File: src/common/smtc_pkg.sv
package smtc_pkg;
  localparam int unsigned CW = 24;
  localparam int unsigned AW = 8;
  localparam int unsigned DW = 32;
  // register byte offsets
  localparam logic [7:0] OFS_CTL1 = 8'h00;
  localparam logic [7:0] OFS_STAT = 8'h04;
  localparam logic [7:0] OFS_TMR  = 8'h08;
  localparam logic [7:0] OFS_CPR  = 8'h0c;
  localparam logic [7:0] OFS_CPW  = 8'h10;
  localparam logic [7:0] OFS_PRD  = 8'h14;
  localparam logic [7:0] OFS_ISTS = 8'h18;
  localparam logic [7:0] OFS_ICLR = 8'h1c;
  localparam logic [7:0] OFS_IEN  = 8'h20;
  // control one fields
  localparam int unsigned B_GO  = 7;
  localparam int unsigned B_REP = 6;
  localparam int unsigned MODE_HI = 3;
  // status fields
  localparam int unsigned B_PUPD = 7;
  localparam int unsigned B_WUPD = 6;
  localparam int unsigned B_MCLR = 5;
  localparam int unsigned B_RUN = 2;
  localparam int unsigned B_WIN = 1;
  localparam int unsigned B_ACQ = 0;
  // interrupt bits
  localparam int unsigned IRQ_N  = 3;
  localparam int unsigned I_WID  = 0;
  localparam int unsigned I_PER  = 1;
  localparam int unsigned I_MTCH = 2;
  localparam logic [CW-1:0] PRD_RST = 24'hffffff;
  typedef enum logic [3:0] {
    MD_WINCNT = 4'ha,
    MD_GATED  = 4'h9,
    MD_COUNT  = 4'h8,
    MD_CAPT   = 4'h7,
    MD_TOF    = 4'h6,
    MD_GWIN   = 4'h5,
    MD_WIN    = 4'h4,
    MD_HILO   = 4'h3
  } smtc_mode_t;
  typedef enum logic [1:0] {
    ST_IDLE = 2'b00,
    ST_ARM  = 2'b01,
    ST_ACQ  = 2'b11
  } smtc_state_t;
endpackage

File: src/rtl/smtc_edge.sv
`timescale 1ns/100ps
`default_nettype none
module smtc_edge
  import smtc_pkg::*;
#(
  parameter int unsigned N = 2
)(
  input  wire logic         ref_clk,
  input  wire logic         rst_n,
  input  wire logic [N-1:0] lvl,
  output logic      [N-1:0] rise,
  output logic      [N-1:0] fall
);
  logic [N-1:0] prev;
  genvar i;
  generate
    for (i = 0; i < N; i++)
    begin : g_bit
      always_ff @(posedge ref_clk or negedge rst_n)
      begin
        if (!rst_n)
          prev[i] <= 1'b0;
        else
          prev[i] <= lvl[i];
      end
      assign rise[i] = lvl[i] & ~prev[i];
      assign fall[i] = ~lvl[i] & prev[i];
    end
  endgenerate
endmodule
`default_nettype wire

File: src/rtl/smtc_capt.sv
`timescale 1ns/100ps
`default_nettype none
module smtc_capt
  import smtc_pkg::*;
(
  input  wire logic          ref_clk,
  input  wire logic          rst_n,
  input  wire logic          load,
  input  wire logic [CW-1:0] d,
  output logic      [CW-1:0] q
);
  always_ff @(posedge ref_clk or negedge rst_n)
  begin
    if (!rst_n)
      q <= '0;
    else if (load)
      q <= d;
  end
endmodule
`default_nettype wire

File: src/rtl/smtc_top.sv
// Functional notes
// - go bit enables counting and acquisition
// - repeat bit selects repeated acquisitions
// - mode 1001 gated, 1000 counter, 1111 reserved
// - mode 0111 capture, 0110 time of flight
// - modes 0101, 0100 windowed, 0011 high/low
// - buffer update requests self clear after copy
// - counter clear request self clears after reset
// - running flag shows counter incrementing
// - window flag shows window input level
// - acquisition flag shows acquisition in progress
// - windowed counter captures on window edges
//
// Decided for this implementation: the register offsets and register access over APB.
`timescale 1ns/100ps
`default_nettype none
module smtc_top
(
  input  wire logic                   ref_clk,
  input  wire logic                   rst_n,
  input  wire logic                   psel,
  input  wire logic                   penable,
  input  wire logic                   pwrite,
  input  wire logic [smtc_pkg::AW-1:0] paddr,
  input  wire logic [smtc_pkg::DW-1:0] pwdata,
  output logic      [smtc_pkg::DW-1:0] prdata,
  output logic                        pready,
  output logic                        pslverr,
  input  wire logic                   window_input,
  input  wire logic                   measured_signal,
  output logic                        irq
);
  import smtc_pkg::*;

  //////////////////////////////////////////////////////////////////
  logic              acquisition_go;
  logic              rep;
  logic [MODE_HI:0]  mode;
  logic              period_buffer_update_req;
  logic              width_buffer_update_req;
  logic              counter_clear_req;
  logic [CW-1:0]     main_counter;
  logic [CW-1:0]     period_limit;
  logic [CW-1:0]     period_capture;
  logic [CW-1:0]     width_capture;
  logic [IRQ_N-1:0]  ists;
  logic [IRQ_N-1:0]  ien;
  smtc_state_t       st;
  smtc_state_t       next_st;
  logic [CW-1:0]     next_count;
  logic              next_go;
  logic              mode_ok;
  logic              need_edge;
  logic              inc;
  logic              restart;
  logic              ld_per;
  logic              ld_wid;
  logic [DW-1:0]     rd_mux;
  logic              win_rise;
  logic              win_fall;
  logic              sig_rise;
  logic              sig_fall;
  //////////////////////////////////////////////////////////////////
  // apb decode; zero wait states
  wire acc     = psel & penable;
  wire wr      = acc & pwrite;
  wire setup   = psel & ~penable;
  wire hit_ctl = paddr == OFS_CTL1;
  wire hit_sts = paddr == OFS_STAT;
  wire hit_tmr = paddr == OFS_TMR;
  wire hit_cpr = paddr == OFS_CPR;
  wire hit_cpw = paddr == OFS_CPW;
  wire hit_prd = paddr == OFS_PRD;
  wire hit_is  = paddr == OFS_ISTS;
  wire hit_ic  = paddr == OFS_ICLR;
  wire hit_ie  = paddr == OFS_IEN;
  wire mapped  = hit_ctl | hit_sts | hit_tmr | hit_cpr | hit_cpw
               | hit_prd | hit_is | hit_ic | hit_ie;
  wire wr_ctl  = wr & hit_ctl;
  wire wr_sts  = wr & hit_sts;
  wire wr_prd  = wr & hit_prd;
  wire wr_ic   = wr & hit_ic;
  wire wr_ie   = wr & hit_ie;

  assign pready  = 1'b1;
  assign pslverr = acc & ~mapped;
  //////////////////////////////////////////////////////////////////
  smtc_edge #(
    .N (2)
  ) u_edge (
    .ref_clk (ref_clk),
    .rst_n   (rst_n),
    .lvl     ({measured_signal, window_input}),
    .rise    ({sig_rise, win_rise}),
    .fall    ({sig_fall, win_fall})
  );

  //////////////////////////////////////////////////////////////////
  // mode decode; unlisted codes (incl. 1111) do nothing
  always_comb
  begin
    mode_ok   = 1'b1;
    need_edge = 1'b0;
    inc       = 1'b0;
    restart   = 1'b0;
    ld_per    = 1'b0;
    ld_wid    = 1'b0;
    case (mode)
      MD_WINCNT:
      begin
        need_edge = 1'b1;
        inc       = sig_rise;
        restart   = win_rise;
        ld_per    = win_rise;
        ld_wid    = win_fall;
      end
      MD_GATED:
        inc = window_input;
      MD_COUNT:
        inc = 1'b1;
      MD_CAPT:
      begin
        inc    = 1'b1;
        ld_per = sig_rise;
        ld_wid = sig_fall;
      end
      MD_TOF:
      begin
        need_edge = 1'b1;
        inc       = 1'b1;
        restart   = win_rise;
        ld_per    = sig_rise;
      end
      MD_GWIN:
      begin
        need_edge = 1'b1;
        inc       = measured_signal & window_input;
        restart   = win_rise;
        ld_per    = win_rise;
      end
      MD_WIN:
      begin
        need_edge = 1'b1;
        inc       = 1'b1;
        restart   = win_rise;
        ld_per    = win_rise;
      end
      MD_HILO:
      begin
        inc     = 1'b1;
        restart = sig_rise | sig_fall;
        ld_per  = sig_rise; // low time
        ld_wid  = sig_fall; // high time
      end
      default:
        mode_ok = 1'b0;
    endcase
  end

  wire acq      = st == ST_ACQ;
  wire start_ev = need_edge ? win_rise : 1'b1;
  wire cnt_en   = acq & inc;
  wire match    = cnt_en & (main_counter == period_limit);
  wire acq_done = acq & ld_per;
  wire wid_done = acq & ld_wid;
  //////////////////////////////////////////////////////////////////
  // acquisition state
  always_comb
  begin
    next_st = st;
    case (st)
      ST_IDLE:
        if (acquisition_go)
          next_st = ST_ARM;
      ST_ARM:
        if (!acquisition_go)
          next_st = ST_IDLE;
        else if (mode_ok && start_ev)
          next_st = ST_ACQ;
      ST_ACQ:
        if (!acquisition_go || !mode_ok)
          next_st = ST_IDLE;
      default:
        next_st = ST_IDLE;
    endcase
  end

  // software write of go wins over the hardware clear
  always_comb
  begin
    next_go = acquisition_go;
    if (wr_ctl)
      next_go = pwdata[B_GO];
    else if (acq_done && !rep)
      next_go = 1'b0;
  end

  always_comb
  begin
    next_count = main_counter;
    if (counter_clear_req)
      next_count = '0;
    else if (st == ST_ARM && mode_ok && start_ev)
      next_count = '0;
    else if (acq && restart)
      next_count = '0;
    else if (match)
      next_count = '0;
    else if (cnt_en)
      next_count = main_counter + 24'h1;
  end

  //////////////////////////////////////////////////////////////////
  always_ff @(posedge ref_clk or negedge rst_n)
  begin
    if (!rst_n)
    begin
      st             <= ST_IDLE;
      acquisition_go <= 1'b0;
      main_counter   <= '0;
    end
    else
    begin
      st             <= next_st;
      acquisition_go <= next_go;
      main_counter   <= next_count;
    end
  end

  always_ff @(posedge ref_clk or negedge rst_n)
  begin
    if (!rst_n)
    begin
      rep          <= 1'b0;
      mode         <= '0;
      period_limit <= PRD_RST;
      ien          <= '0;
    end
    else
    begin
      if (wr_ctl)
      begin
        rep  <= pwdata[B_REP];
        mode <= pwdata[MODE_HI:0];
      end
      if (wr_prd)
        period_limit <= pwdata[CW-1:0];
      if (wr_ie)
        ien <= pwdata[IRQ_N-1:0];
    end
  end

  // requests live one cycle: copy/reset happens, then bit clears
  always_ff @(posedge ref_clk or negedge rst_n)
  begin
    if (!rst_n)
    begin
      period_buffer_update_req <= 1'b0;
      width_buffer_update_req  <= 1'b0;
      counter_clear_req        <= 1'b0;
    end
    else
    begin
      period_buffer_update_req <= wr_sts & pwdata[B_PUPD];
      width_buffer_update_req  <= wr_sts & pwdata[B_WUPD];
      counter_clear_req        <= wr_sts & pwdata[B_MCLR];
    end
  end

  //////////////////////////////////////////////////////////////////
  smtc_capt u_cpr (
    .ref_clk (ref_clk),
    .rst_n   (rst_n),
    .load    (acq_done | period_buffer_update_req),
    .d       (main_counter),
    .q       (period_capture)
  );
  smtc_capt u_cpw (
    .ref_clk (ref_clk),
    .rst_n   (rst_n),
    .load    (wid_done | width_buffer_update_req),
    .d       (main_counter),
    .q       (width_capture)
  );

  //////////////////////////////////////////////////////////////////
  // sticky events, set beats write-one clear
  wire [IRQ_N-1:0] ev = {match, acq_done, wid_done};
  always_ff @(posedge ref_clk or negedge rst_n)
  begin
    if (!rst_n)
      ists <= '0;
    else if (wr_ic)
      ists <= (ists & ~pwdata[IRQ_N-1:0]) | ev;
    else
      ists <= ists | ev;
  end
  assign irq = |(ists & ien);
  //////////////////////////////////////////////////////////////////
  wire [7:0] ctl_rd = {acquisition_go, rep, 2'b00, mode};
  wire [7:0] sts_rd = {period_buffer_update_req,
                       width_buffer_update_req,
                       counter_clear_req, 2'b00,
                       cnt_en,
                       window_input,
                       acq};

  always_comb
  begin
    rd_mux = '0;
    case (1'b1)
      hit_ctl: rd_mux = {24'h0, ctl_rd};
      hit_sts: rd_mux = {24'h0, sts_rd};
      hit_tmr: rd_mux = {8'h0, main_counter};
      hit_cpr: rd_mux = {8'h0, period_capture};
      hit_cpw: rd_mux = {8'h0, width_capture};
      hit_prd: rd_mux = {8'h0, period_limit};
      hit_is:  rd_mux = {29'h0, ists};
      hit_ie:  rd_mux = {29'h0, ien};
      default: rd_mux = '0;
    endcase
  end

  // sampled in setup so the access phase sees stable data
  always_ff @(posedge ref_clk or negedge rst_n)
  begin
    if (!rst_n)
      prdata <= '0;
    else if (setup && !pwrite)
      prdata <= rd_mux;
  end
endmodule
`default_nettype wire

File: config.mk
export PLATFORM = sky130hd
export DESIGN_NAME = smtc_top
export DESIGN_NICKNAME = d
export VERILOG_FILES = /design/src/common/smtc_pkg.sv /design/src/rtl/smtc_edge.sv /design/src/rtl/smtc_capt.sv /design/src/rtl/smtc_top.sv
export SDC_FILE = /design/constraint.sdc
export NUM_CORES = 1
export LEC_CHECK = 0
export BUFFER_PORTS_ARGS = -buffer_cell sky130_fd_sc_hd__buf_2
export CORE_AREA = 2 2 122 124
export CTS_CLUSTER_SIZE = 10
export DETAILED_ROUTE_END_ITERATION = 8
export DIE_AREA = 0 0 124 126
export GPL_ROUTABILITY_DRIVEN = 0
export GPL_TIMING_DRIVEN = 0
export PLACE_DENSITY = 0.75
export SETUP_SLACK_MARGIN = 0.4
export SLEW_MARGIN = 20
export SYNTH_ARGS = -nofsm -noshare
export SYNTH_HDL_FRONTEND = slang
export SYNTH_SLANG_ARGS = --single-unit
File: constraint.sdc
create_clock -name ref_clk -period 2 [get_ports ref_clk]
set_input_delay 0.2 -clock ref_clk [delete_from_list [all_inputs] [get_ports ref_clk]]
set_output_delay 0.2 -clock ref_clk [all_outputs]
set_load 0.02 [all_outputs]
[After elaboration in Yosys (flattened, before gate mapping)]
Index checks and enable logic that the tools add are counted.
Storage, ports and cells
  register bits: 147
  input bits: 47
  output and inout bits: 35
  word-level logic and storage cells: 133
Operators by class
  add/sub/neg operators: 1
  equal/unequal tests: 22
  muxes and demuxes: 28
  bitwise logic cells: 43
  reduce and logical (&&, ||, !) cells: 23
Operator list (number)
  24-bit two-way mux: 11
  8-bit by 5-bit equality test with 1-bit output, second input constant: 4
  24-bit by 1-bit adder with 24-bit output, second input constant: 1
  24-bit equality test: 1
  1-bit AND: 21
  4-bit by 3-bit equality test with 1-bit output, second input constant: 4
  8-bit by 4-bit equality test with 1-bit output, second input constant: 2
  4-bit equality test, second input constant: 3
  1-bit OR: 11
  3-bit two-way mux: 3
  3-bit OR reduction: 3
  8-bit by 3-bit equality test with 1-bit output, second input constant: 1
  8-bit by 6-bit equality test with 1-bit output, second input constant: 1
  8-bit logical NOT: 1
  2-bit two-way mux: 4
  8-bit OR reduction: 1
  3-bit AND: 2
  1-bit logical AND: 6
  1-bit inverter: 6
  3-bit OR: 2
  1-bit case mux with 2 select lines: 3
  2-bit case mux with 3 select lines: 1
  1-bit two-way mux: 5
  5-bit nonzero test: 1
  16 further kinds: 19

[Depth between registers and ports, before layout]
Gate-level depths: netlist of run 1.
  depth in word-level cells: 11
  gate-level depth with buffers: 11
  depth with buffers taken out: 8

[Cells and area by module]
Synthesis of run 1 repeated with hierarchy kept, for this count alone.
Second synthesis, totals
  cells, all modules: 637
  area total of the unflattened synthesis: 7275.7 um^2
Modules (own cells, without submodules)
  smtc_top: times used 1, cells each 529, area an instance 5196.2 um^2, sequential area each 2257.2 um^2
  smtc_capt: times used 2, cells each 51, area an instance 997.2 um^2, sequential area each 600.6 um^2
  smtc_edge: times used 1, cells each 6, area an instance 85.1 um^2, sequential area each 50.0 um^2

[Least setup slack after synthesis of run 1]
OpenSTA, ideal clock, no wires.
  path kind: register to register
  start: reg u_edge.prev[1]
  end: reg main_counter[22]
  library setup time: 0.078 ns
  arrival time: 2.088 ns
  required time: 1.922 ns
  slack: -0.167 ns
  stages on the path, launching flop included: 10
  path buffers: 1
  period minus slack after synthesis: 2.167 ns
  path through: dfrtp_1 inv_1 ha_1 nand2b_1 a211o_1 a22o_1 buf_6 and3_4 or4_1 a21oi_1
On the way
  word-level cells in the longest chain between the ends: 9
  elaborated cells between the ends (all ways): 14
  classes of those cells: mux: 6; bitwise: 6; reduce/logical: 2
Ends and longest elaborated chain
  from (decl): line smtc_edge.sv:14  | logic [N-1:0] prev;
  from (signal, indexed assignment): line smtc_edge.sv:24  | prev[i] <= lvl[i];
  1-bit inverter: line smtc_edge.sv:26  | assign rise[i] = lvl[i] & ~prev[i];
  1-bit AND: line smtc_edge.sv:26
  1-bit case mux with 4 select lines: line smtc_top.sv:108  | case (mode)
  1-bit AND: line smtc_top.sv:162  | wire cnt_en = acq & inc;
  1-bit AND: line smtc_top.sv:163  | wire match = cnt_en & (main_counter == period_limit);
  24-bit two-way mux: line smtc_top.sv:207  | else if (match)
  24-bit two-way mux: line smtc_top.sv:205  | else if (acq && restart)
  24-bit two-way mux: line smtc_top.sv:203  | else if (st == ST_ARM && mode_ok && start_ev)
  24-bit two-way mux: line smtc_top.sv:201  | if (counter_clear_req)
  to (signal assigned): line smtc_top.sv:226  | main_counter <= next_count;
  to (decl): line smtc_top.sv:42  | logic [CW-1:0] main_counter;
Several ways; a longest one is shown, not always the timed one.
A chain may end at the register's enable or synchronous reset.

[Worst setup path after layout of run 1]
  start: reg counter_clear_req
  end: reg main_counter[15]
On the way
  word-level cells in the longest chain between the ends: 1
  elaborated cells between the ends (all ways): 2
  classes of those cells: mux: 1; reduce/logical: 1
Ends and longest elaborated chain
  from (decl): line smtc_top.sv:41  | logic counter_clear_req;
  from (signal assigned): line smtc_top.sv:266  | counter_clear_req <= wr_sts & pwdata[B_MCLR];
  5-bit nonzero test (no source line) / 24-bit two-way mux (equally long branches)
Several ways; a longest one is shown, not always the timed one.

==> results of run 1 <==
## through the flow
stage                     power, mW  TNS (ps)
after floorplan                3.13      -364
after global placement         3.28   -154580
after detailed placement       3.31    -25980
after CTS                      6.59    -10170
after global routing           6.77    -15800
final                          6.58    -12080
## power by group through the flow
stage / registers [mW] / logic [mW] / clock network [mW]
floorplan: 2.92 / 0.212 / 0
global placement: 2.91 / 0.370 / 0
detailed placement: 2.92 / 0.390 / 0
CTS: 2.87 / 0.449 / 3.27
global route: 2.87 / 0.499 / 3.40
finish: 2.87 / 0.465 / 3.24
## worst max-delay path: stages, from the launching register on
cell and delay, ps:
dfrtp_1 490, inv_1 160, nand2_1 130, a2111oi_4 580
a21oi_4 150, or2_1 270, buf_6 160, buf_12 150
a21oi_2 110
## cell type report
type / instances / area share [%]
Timing Repair Buffer: 122 / 9.90
Inverter: 12 / 0.450
Tap cell: 184 / 2.30
Clock buffer: 18 / 4.39
Sequential cell: 139 / 35.1
Buffer: 64 / 5.10
Clock inverter: 14 / 1.69
Multi-Input combinational cell: 486 / 41.1
## per-layer routing
layer | track usage, % | share of wire, % | routed length (um)
met3 | 8.51 | 9.2 | 2110
met5 | 0 | 0 | 0
met1 | 39.6 | 40 | 9030
met4 | 12.8 | 4.5 | 1030
met2 | 45.9 | 47 | 10700
## Yosys cell counts (all sizes together) (15+ instances only)
| cell type | number |
|---|---|
| clkbuf | 32 |
| o21ai | 43 |
| buf | 32 |
| a222oi | 18 |
| and3 | 15 |
| xnor2 | 31 |
| dfrtp | 115 |
| nand2 | 58 |
| mux2 | 97 |
| nand3 | 18 |
| nor2 | 27 |
| nand4 | 16 |
| a21oi | 27 |
| dfstp | 24 |
## how the worst max path moves through the flow
stage | start | endpoint | slack, ps | cells after the start
after floorplan | mode[3] | main_counter[15] | -50 | 10
after global placement | rst_n | u_cpr.q[21] | -1090 | 1
after detailed placement | mode[0] | main_counter[15] | -510 | 9
after CTS | u_edge.prev[1] | main_counter[22] | -240 | 10
after global routing | u_edge.prev[1] | main_counter[22] | -330 | 10
final | counter_clear_req | main_counter[15] | -290 | 8
## registers in the layout, summed over array words and instances (netlist names)
signal and count:
u_edge.prev 2, counter_clear_req 1, main_counter 24, st 2, prdata 24, rep 1, width_buffer_update_req 1, ists 3
period_buffer_update_req 1, u_cpr.q 24, mode 4, u_cpw.q 24, acquisition_go 1, period_limit 24, ien 3
## cells by family after synthesis
logic type / Yosys count
buf+inv: 76
xor+xnor: 32
flops: 139
simple gates: 192
compound gates: 149
fa+ha+maj: 3
mux: 101
other cells: 2
## repair_timing
action	4_1_cts	5_1_grt
hold buffers	10	1
cloned	7	0
endpoints found under the hold margin	64	1
pin swaps	28	15
buffers inserted	37	5
setup endpoints to repair	120	94
resized for setup	99	47
==> impl_summary.txt, run 1 <==
----------------------------------------------------
[Clocking]
  Maximum buffer depth of the clock tree ... 2
  Clock Tree Root ... clkbuf_16
  Clock-pin slew on the worst setup and hold paths ... 60 ps
  Clock insertion delay at the later pin of the skew report ... 430 ps
  Number of sinks on the clock net ... 139
  Clock buffers created by TritonCTS ... 17
  Number of H-tree branching levels ... 4
  Clock tree from TritonCTS ... yes

[Yosys]
  Leading cell types by total area after synthesis ... dfrtp_1 39%, mux2_2 13%, dfstp_2 8.5%
  Number of flops mapped to enable cells by yosys ... 0
  Yosys cell types ... 76
  Fraction of the mapped netlist area in adder cells ... 0.504%
  Netlist area before placement ... 0.00745 mm2
  Flops & latches, synth ... 139
  Share of flip-flops with an asynchronous set or reset after synthesis ... 100%
  Warnings, synthesis ... 0
  Top FF cell, synth ... dfrtp_1
  Cell type with the largest total area after synthesis ... dfrtp_1
  Post-synthesis sequential area ratio ... 47.1%
  Simple-gate share of the synthesized area ... 14.1%
  Share of the synthesized area in compound gates (AO/OA/AOI/OAI) ... 14.3%
  Post-Synth XOR/XNOR Area ... 3.76%
  Portion of synthesized cell area occupied by the leading cell type ... 38.6%
  Gate Count Post-Synth ... 694
  Combinational family with the most area after synthesis ... multiplexers
  Share of synthesized area spent on multiplexers ... 15.2%
  Mean Syn Cell Area ... 10.7 um2

[STA]
  Worst slew pin tran ... 716 ps
  Worst-case clock skew ... 11.0 ps
  Min Hold Slack ... 10.5 ps
  Final Hold Fails ... 0
  Max frequency ... 437 MHz
  Pins Over Slew Limit ... 0
  Setup repair after global routing missed its margin ... yes
  Relative slew slack ... 52.3%
  Final critical path time including I/O delays and setup ... 2290 ps
  Share of the cycle needed by the critical path after routing ... 114%
  # setup viols final ... 74
  Final WS setup ... -290 ps

[Cells and area]
  Layout area overhead ... 34.3%
  FF/Latch Area ... 0.00351 mm2
  Commonest non-fill, non-tap cells in the layout ... 112 x dfrtp_1, 88 x mux2_2, 66 x buf_2
  Most frequent standard cell in the layout excluding fill and tap cells ... dfrtp_1
  Final #Nets ... 892
  Number of fillers in the final layout ... 965
  Number of antenna cells inserted ... 0
  Fraction of final layout cells sized beyond drive strength 1 ... 47.1%
  Combined area of the multi-input logic cells ... 0.00412 mm2
  Final design utilization ... 69.9%
  Final design area excluding fillers ... 0.0100 mm2
  Finished Layout Cells ... 1039

[Floorplan]
  Core region area ... 0.0143 mm2
  Row count ... 44
  Chip Width ... 124 um
  Io pins ... 82
  Initial cell density of the core ... 52.1%
  Die Ht ... 126 um
  Total die area ... 0.0156 mm2

[Routing]
  DRT Wirelength ... 22800 um
  Antenna violation net count after detailed routing ... 0
  Detailed-route DRC error count ... 0
  Vias per inst ... 6.35
  First-pass detailed-route iteration total ... 9
  Routed length per instance ... 22.0 um
  First-iteration detailed-routing DRC count ... 780
  Via count ... 6597

[Power and ir drop]
  Power density over the cells ... 657 mW/mm2
  Switching pwr ... 1.55 mW
  Register share of total power ... 43.6%
  Clock network fraction of total power ... 49.3%
  Static leakage ... 4.50 nW
  Switching share of power ... 23.6%
  Combinational power share ... 7.1%
  Maximum resistive drop on vdd ... 704 uV
  Cell Int Power ... 5.02 mW

[Hold path]
  Number of cells on the worst hold path ... 2
  Worst hold endpoint ... period_limit[17]
  Tightest Hold Check Type ... in -> reg
  Critical hold path startpoint ... pwdata[17]

[Placement]
  Post-placement cell count ... 947
  Port Buffers ... 61
  Post-DP Area ... 0.00827 mm2
  Setup slack after placement ... -512 ps
  Final HPWL DP ... 14500 um

[Run status]
  Outcome ... finished, violations left
  Violations in the final reports ... setup timing

[Setup path]
  Classification of the worst setup path ... reg -> reg
  Worst R2R End ... main_counter[15]
  Worst R2R Path Depth ... 8
  Endpoint class of the critical path ... flip-flop
  Worst setup slack for register-to-register paths ... -290 ps
  Startpoint of the lowest-slack register-to-register path ... counter_clear_req
  Category of the worst setup path launch point ... flip-flop
  Largest driver fanout on the critical path ... 10
  WP data required ... 2350 ps
  Critical path arrival ... 2640 ps

[Global route]
  Number of antenna violations at the first check in global routing ... 0
  Grt total ovfl ... 0
  Maximum number of pins on one net before global-route repair ... 73
  Global-route wire length before repair ... 35200 um
  Aggregate global-route resource usage ... 29.9%
  Number of global-route vias before repair ... 6464

[Job]
  Number of violations of the max-capacitance limit ... 0

----------------------------------------------------
(Power assumes the default switching activity.)
==> inputs of run 2 (changes only) <==
Settings changed: ABC_AREA set to 1, PLACE_DENSITY 0.75 to 0.76.
==> run 2 against run 1 <==
The flow finishes with violations (hold timing). Setup slack improved by 310 ps. Sequential power about the same. Cell area decreased by 1.6%. Utilization decreased by 1.1 points.
==> impl_summary.txt, run 2 <==
----------------------------------------------------
[Cells and area]
  Final design area excluding fillers ... 0.00986 mm2 (-1.6%)
  Number of antenna cells inserted ... 0 (unchanged)
  Commonest non-fill, non-tap cells in the layout ... 261 x nand2_1, 120 x inv_1, 103 x dfrtp_1
  Final #Nets ... 1203 (+35%)
  Most frequent standard cell in the layout excluding fill and tap cells ... nand2_1
  Layout area overhead ... 30.0%
  Fraction of final layout cells sized beyond drive strength 1 ... 29.2% (-18 points)
  Finished Layout Cells ... 1350 (+30%)

[Yosys]
  Top FF cell, synth ... dfrtp_1
  Mean Syn Cell Area ... 7.45 um2 (-31%)
  Gate Count Post-Synth ... 1018 (+47%)
  Post-synthesis sequential area ratio ... 46.3% (-0.78 points)
  Netlist area before placement ... 0.00758 mm2 (+1.7%)
  Leading cell types by total area after synthesis ... dfrtp_1 38%, nand2_1 14%, dfstp_2 8.3%
  Flops & latches, synth ... 139 (unchanged)
  Warnings, synthesis ... 0 (unchanged)
  Leading cell types by count after synthesis ... 281 x nand2_1, 131 x inv_1, 115 x dfrtp_1
  Portion of synthesized cell area occupied by the leading cell type ... 38.0% (-0.64 points)
  Yosys cell types ... 41 (-46%)
  Dominant cell by count in the synthesized netlist ... nand2_1
  Cell type with the largest total area after synthesis ... dfrtp_1
  Number of flops mapped to enable cells by yosys ... 0 (unchanged)
  Share of flip-flops with an asynchronous set or reset after synthesis ... 100% (unchanged)

[Placement]
  Port Buffers ... 64 (+4.9%)
  Setup slack after placement ... -205 ps (+307 ps)
  Post-DP Area ... 0.00823 mm2 (-0.45%)
  Post-placement cell count ... 1274 (+35%)
  Final HPWL DP ... 16000 um (+11%)

[Routing]
  Via count ... 7971 (+21%)
  Antenna violation net count after detailed routing ... 0 (unchanged)
  First-iteration detailed-routing DRC count ... 1128 (+45%)
  Detailed-route DRC error count ... 0 (unchanged)
  First-pass detailed-route iteration total ... 6 (-3)
  Routed length per instance ... 19.1 um (-13%)
  DRT Wirelength ... 25700 um (+13%)
  Vias per inst ... 5.90 (-7.0%)

[STA]
  Pins Over Slew Limit ... 0 (unchanged)
  Final WS setup ... 18.2 ps (+308 ps)
  Worst-case clock skew ... 9.76 ps (-1.22 ps)
  Relative slew slack ... 56.3% (+4.1 points)
  Min Hold Slack ... -6.27 ps (-16.8 ps)
  Setup repair after global routing missed its margin ... yes
  Max frequency ... 505 MHz (+16%)
  Final Hold Fails ... 5 (+5)
  # setup viols final ... 0 (-100%)
  Worst slew pin tran ... 655 ps (-61.2 ps)
  Share of the cycle needed by the critical path after routing ... 99.1% (-15 points)
  Fin Setup TNS ... 0 ps (+12080 ps)
  Final critical path time including I/O delays and setup ... 1980 ps (-308 ps)

[Setup path]
  Category of the worst setup path launch point ... flip-flop
  Endpoint class of the critical path ... flip-flop
  CP peak stage delay ... 450 ps (-130 ps)
  Critical path arrival ... 2340 ps (-300 ps)
  Classification of the worst setup path ... reg -> reg
  Cell Chain, Critical Path ... inv_4 > buf_6 > o211ai_1 > o22ai_1 > nand2_1 > nand2_2 > buf_8 > buf_12 > buf_8 > nand2_1 > o21ai_2
  WP data required ... 2360 ps (about the same)
  Largest driver fanout on the critical path ... 7 (-3)
  Highest-delay cell along the critical path ... dfrtp_1

[Floorplan]
  Row count ... 44 (unchanged)
  Chip Width ... 124 um (unchanged)
  Io pins ... 82 (unchanged)
  Total die area ... 0.0156 mm2 (unchanged)
  Die Ht ... 126 um (unchanged)
  Initial cell density of the core ... 53.0% (+0.87 points)
  Core region area ... 0.0143 mm2 (unchanged)

[Power and ir drop]
  Combinational power share ... 5.7% (-1.4 points)
  Maximum resistive drop on vdd ... 568 uV (-19%)
  Cell Int Power ... 4.95 mW (-1.5%)
  Switching pwr ... 1.56 mW (+0.16%)
  Register share of total power ... 44.2% (+0.6 points)
  Power density over the cells ... 660 mW/mm2 (+0.47%)
  Static leakage ... 4.85 nW (+7.9%)
  Switching share of power ... 23.9% (+0.30 points)
  Clock network fraction of total power ... 50.0% (+0.7 points)

[Run status]
  Violations in the final reports ... hold timing
  Outcome ... finished, violations left

[Hold path]
  Tightest Hold Check Type ... in -> reg

[Clocking]
  Number of sinks on the clock net ... 139 (unchanged)
  Clock insertion delay at the later pin of the skew report ... 440 ps (about the same)
  Clock tree from TritonCTS ... yes
  Maximum buffer depth of the clock tree ... 2 (unchanged)
  Number of H-tree branching levels ... 4 (unchanged)
  Clock buffers created by TritonCTS ... 17 (unchanged)
  Clock Tree Root ... clkbuf_16
  Clock-pin slew on the worst setup and hold paths ... 60 ps (about the same)

[Global route]
  Maximum number of pins on one net before global-route repair ... 97 (+33%)
  Global-route wire length before repair ... 37700 um (+7.1%)
  Aggregate global-route resource usage ... 31.7% (+1.8 points)
  Number of global-route vias before repair ... 7347 (+14%)
  Number of antenna violations at the first check in global routing ... 0 (unchanged)
  Grt total ovfl ... 0 (unchanged)

[Job]
  Number of violations of the max-capacitance limit ... 0 (unchanged)

----------------------------------------------------
[run 2: changes by cell type in the layout (fill, tap and decap cells not counted), moves of 12 or more]
cell	delta
nand2_1	+208
inv_1	+109
mux2_2	-84
nor2_1	+65
nand3_1	+36
o21ai_1	+27
a21oi_1	+26
o22ai_1	+19
a222oi_1	-18
inv_2	+18
o21ai_0	+16
xnor2_1	-14
and3_1	-13
clkbuf_2	-12
[run 2: worst max-delay path, delay by kind of cell, from the launching register on]
kind / cells / cell delay [ps]
flops: 1 / 450
compound gates: 3 / 430
buf+inv: 5 / 640
simple gates: 3 / 370
[run 2: final cells by class]
cell class	count	area (um2)
tap	184	230
inverter	144	562
fill	1067	4460
buffer	52	424
timing repair buffer	109	837
sequential	139	3520
multi-input combinational	690	3680
clock buffer	22	484
clock inverter	10	115
[run 2: final timing paths]
path	startpoint	to	slack [ps]	cells past startpoint
min in group asynchronous	rst_n	mode[2]	240	2
max	mode[3]	u_cpr.q[12]	20	11
max reg2reg	mode[3]	u_cpr.q[12]	20	11
min	pwdata[11]	period_limit[11]	-6	2
min reg2reg	prdata[5]	prdata[5]	470	2
max in group asynchronous	rst_n	main_counter[19]	940	3
[run 2: layer usage]
| layer | track usage (%) | share of wire (%) |
|---|---|---|
| met2 | 47.9 | 46 |
| met3 | 6.79 | 12 |
| met5 | 0 | 0 |
| met4 | 16.7 | 5.6 |
| met1 | 42.6 | 37 |
[run 2: kinds of logic after synthesis]
kind of cell,synth area share (%)
buffers and inverters,10.8
muxes,0.594
other,0.0991
AOI/OAI and AO/OA,13.5
xor gates and xnor gates,1.62
and+or+nand+nor,26.6
adders and majority gates,0.495
DFF,46.3
[run 2: power by group through the flow]
stage | clock network [mW] | registers, mW | logic [mW]
floorplan | 0 | 2.93 | 0.141
global placement | 0 | 2.92 | 0.293
detailed placement | 0 | 2.92 | 0.306
CTS | 3.21 | 2.87 | 0.337
global route | 3.34 | 2.88 | 0.406
finish | 3.25 | 2.88 | 0.373
[run 2: stage by stage]
stage | utilization [%] | hold WS [ps] | total power [mW]
after CTS | 65.6 | 0.554 | 6.42
after floorplan | - | -95.6 | 3.07
after detailed placement | 57.5 | 115 | 3.23
after global routing | 68.9 | 7.76 | 6.63
after global placement | 57.3 | 358 | 3.22
final | 68.9 | -6.27 | 6.50
[run 2: timing repair]
| item | in CTS | in global routing |
|---|---|---|
| setup buffers | 22 | 12 |
| pin swaps | 7 | 30 |
| gates cloned | 5 | 0 |
| endpoints found under the hold margin | 47 | 0 |
| resized for setup | 70 | 127 |
| endpoints found under the setup margin | 95 | 122 |
| hold buffers | 5 | 0 |
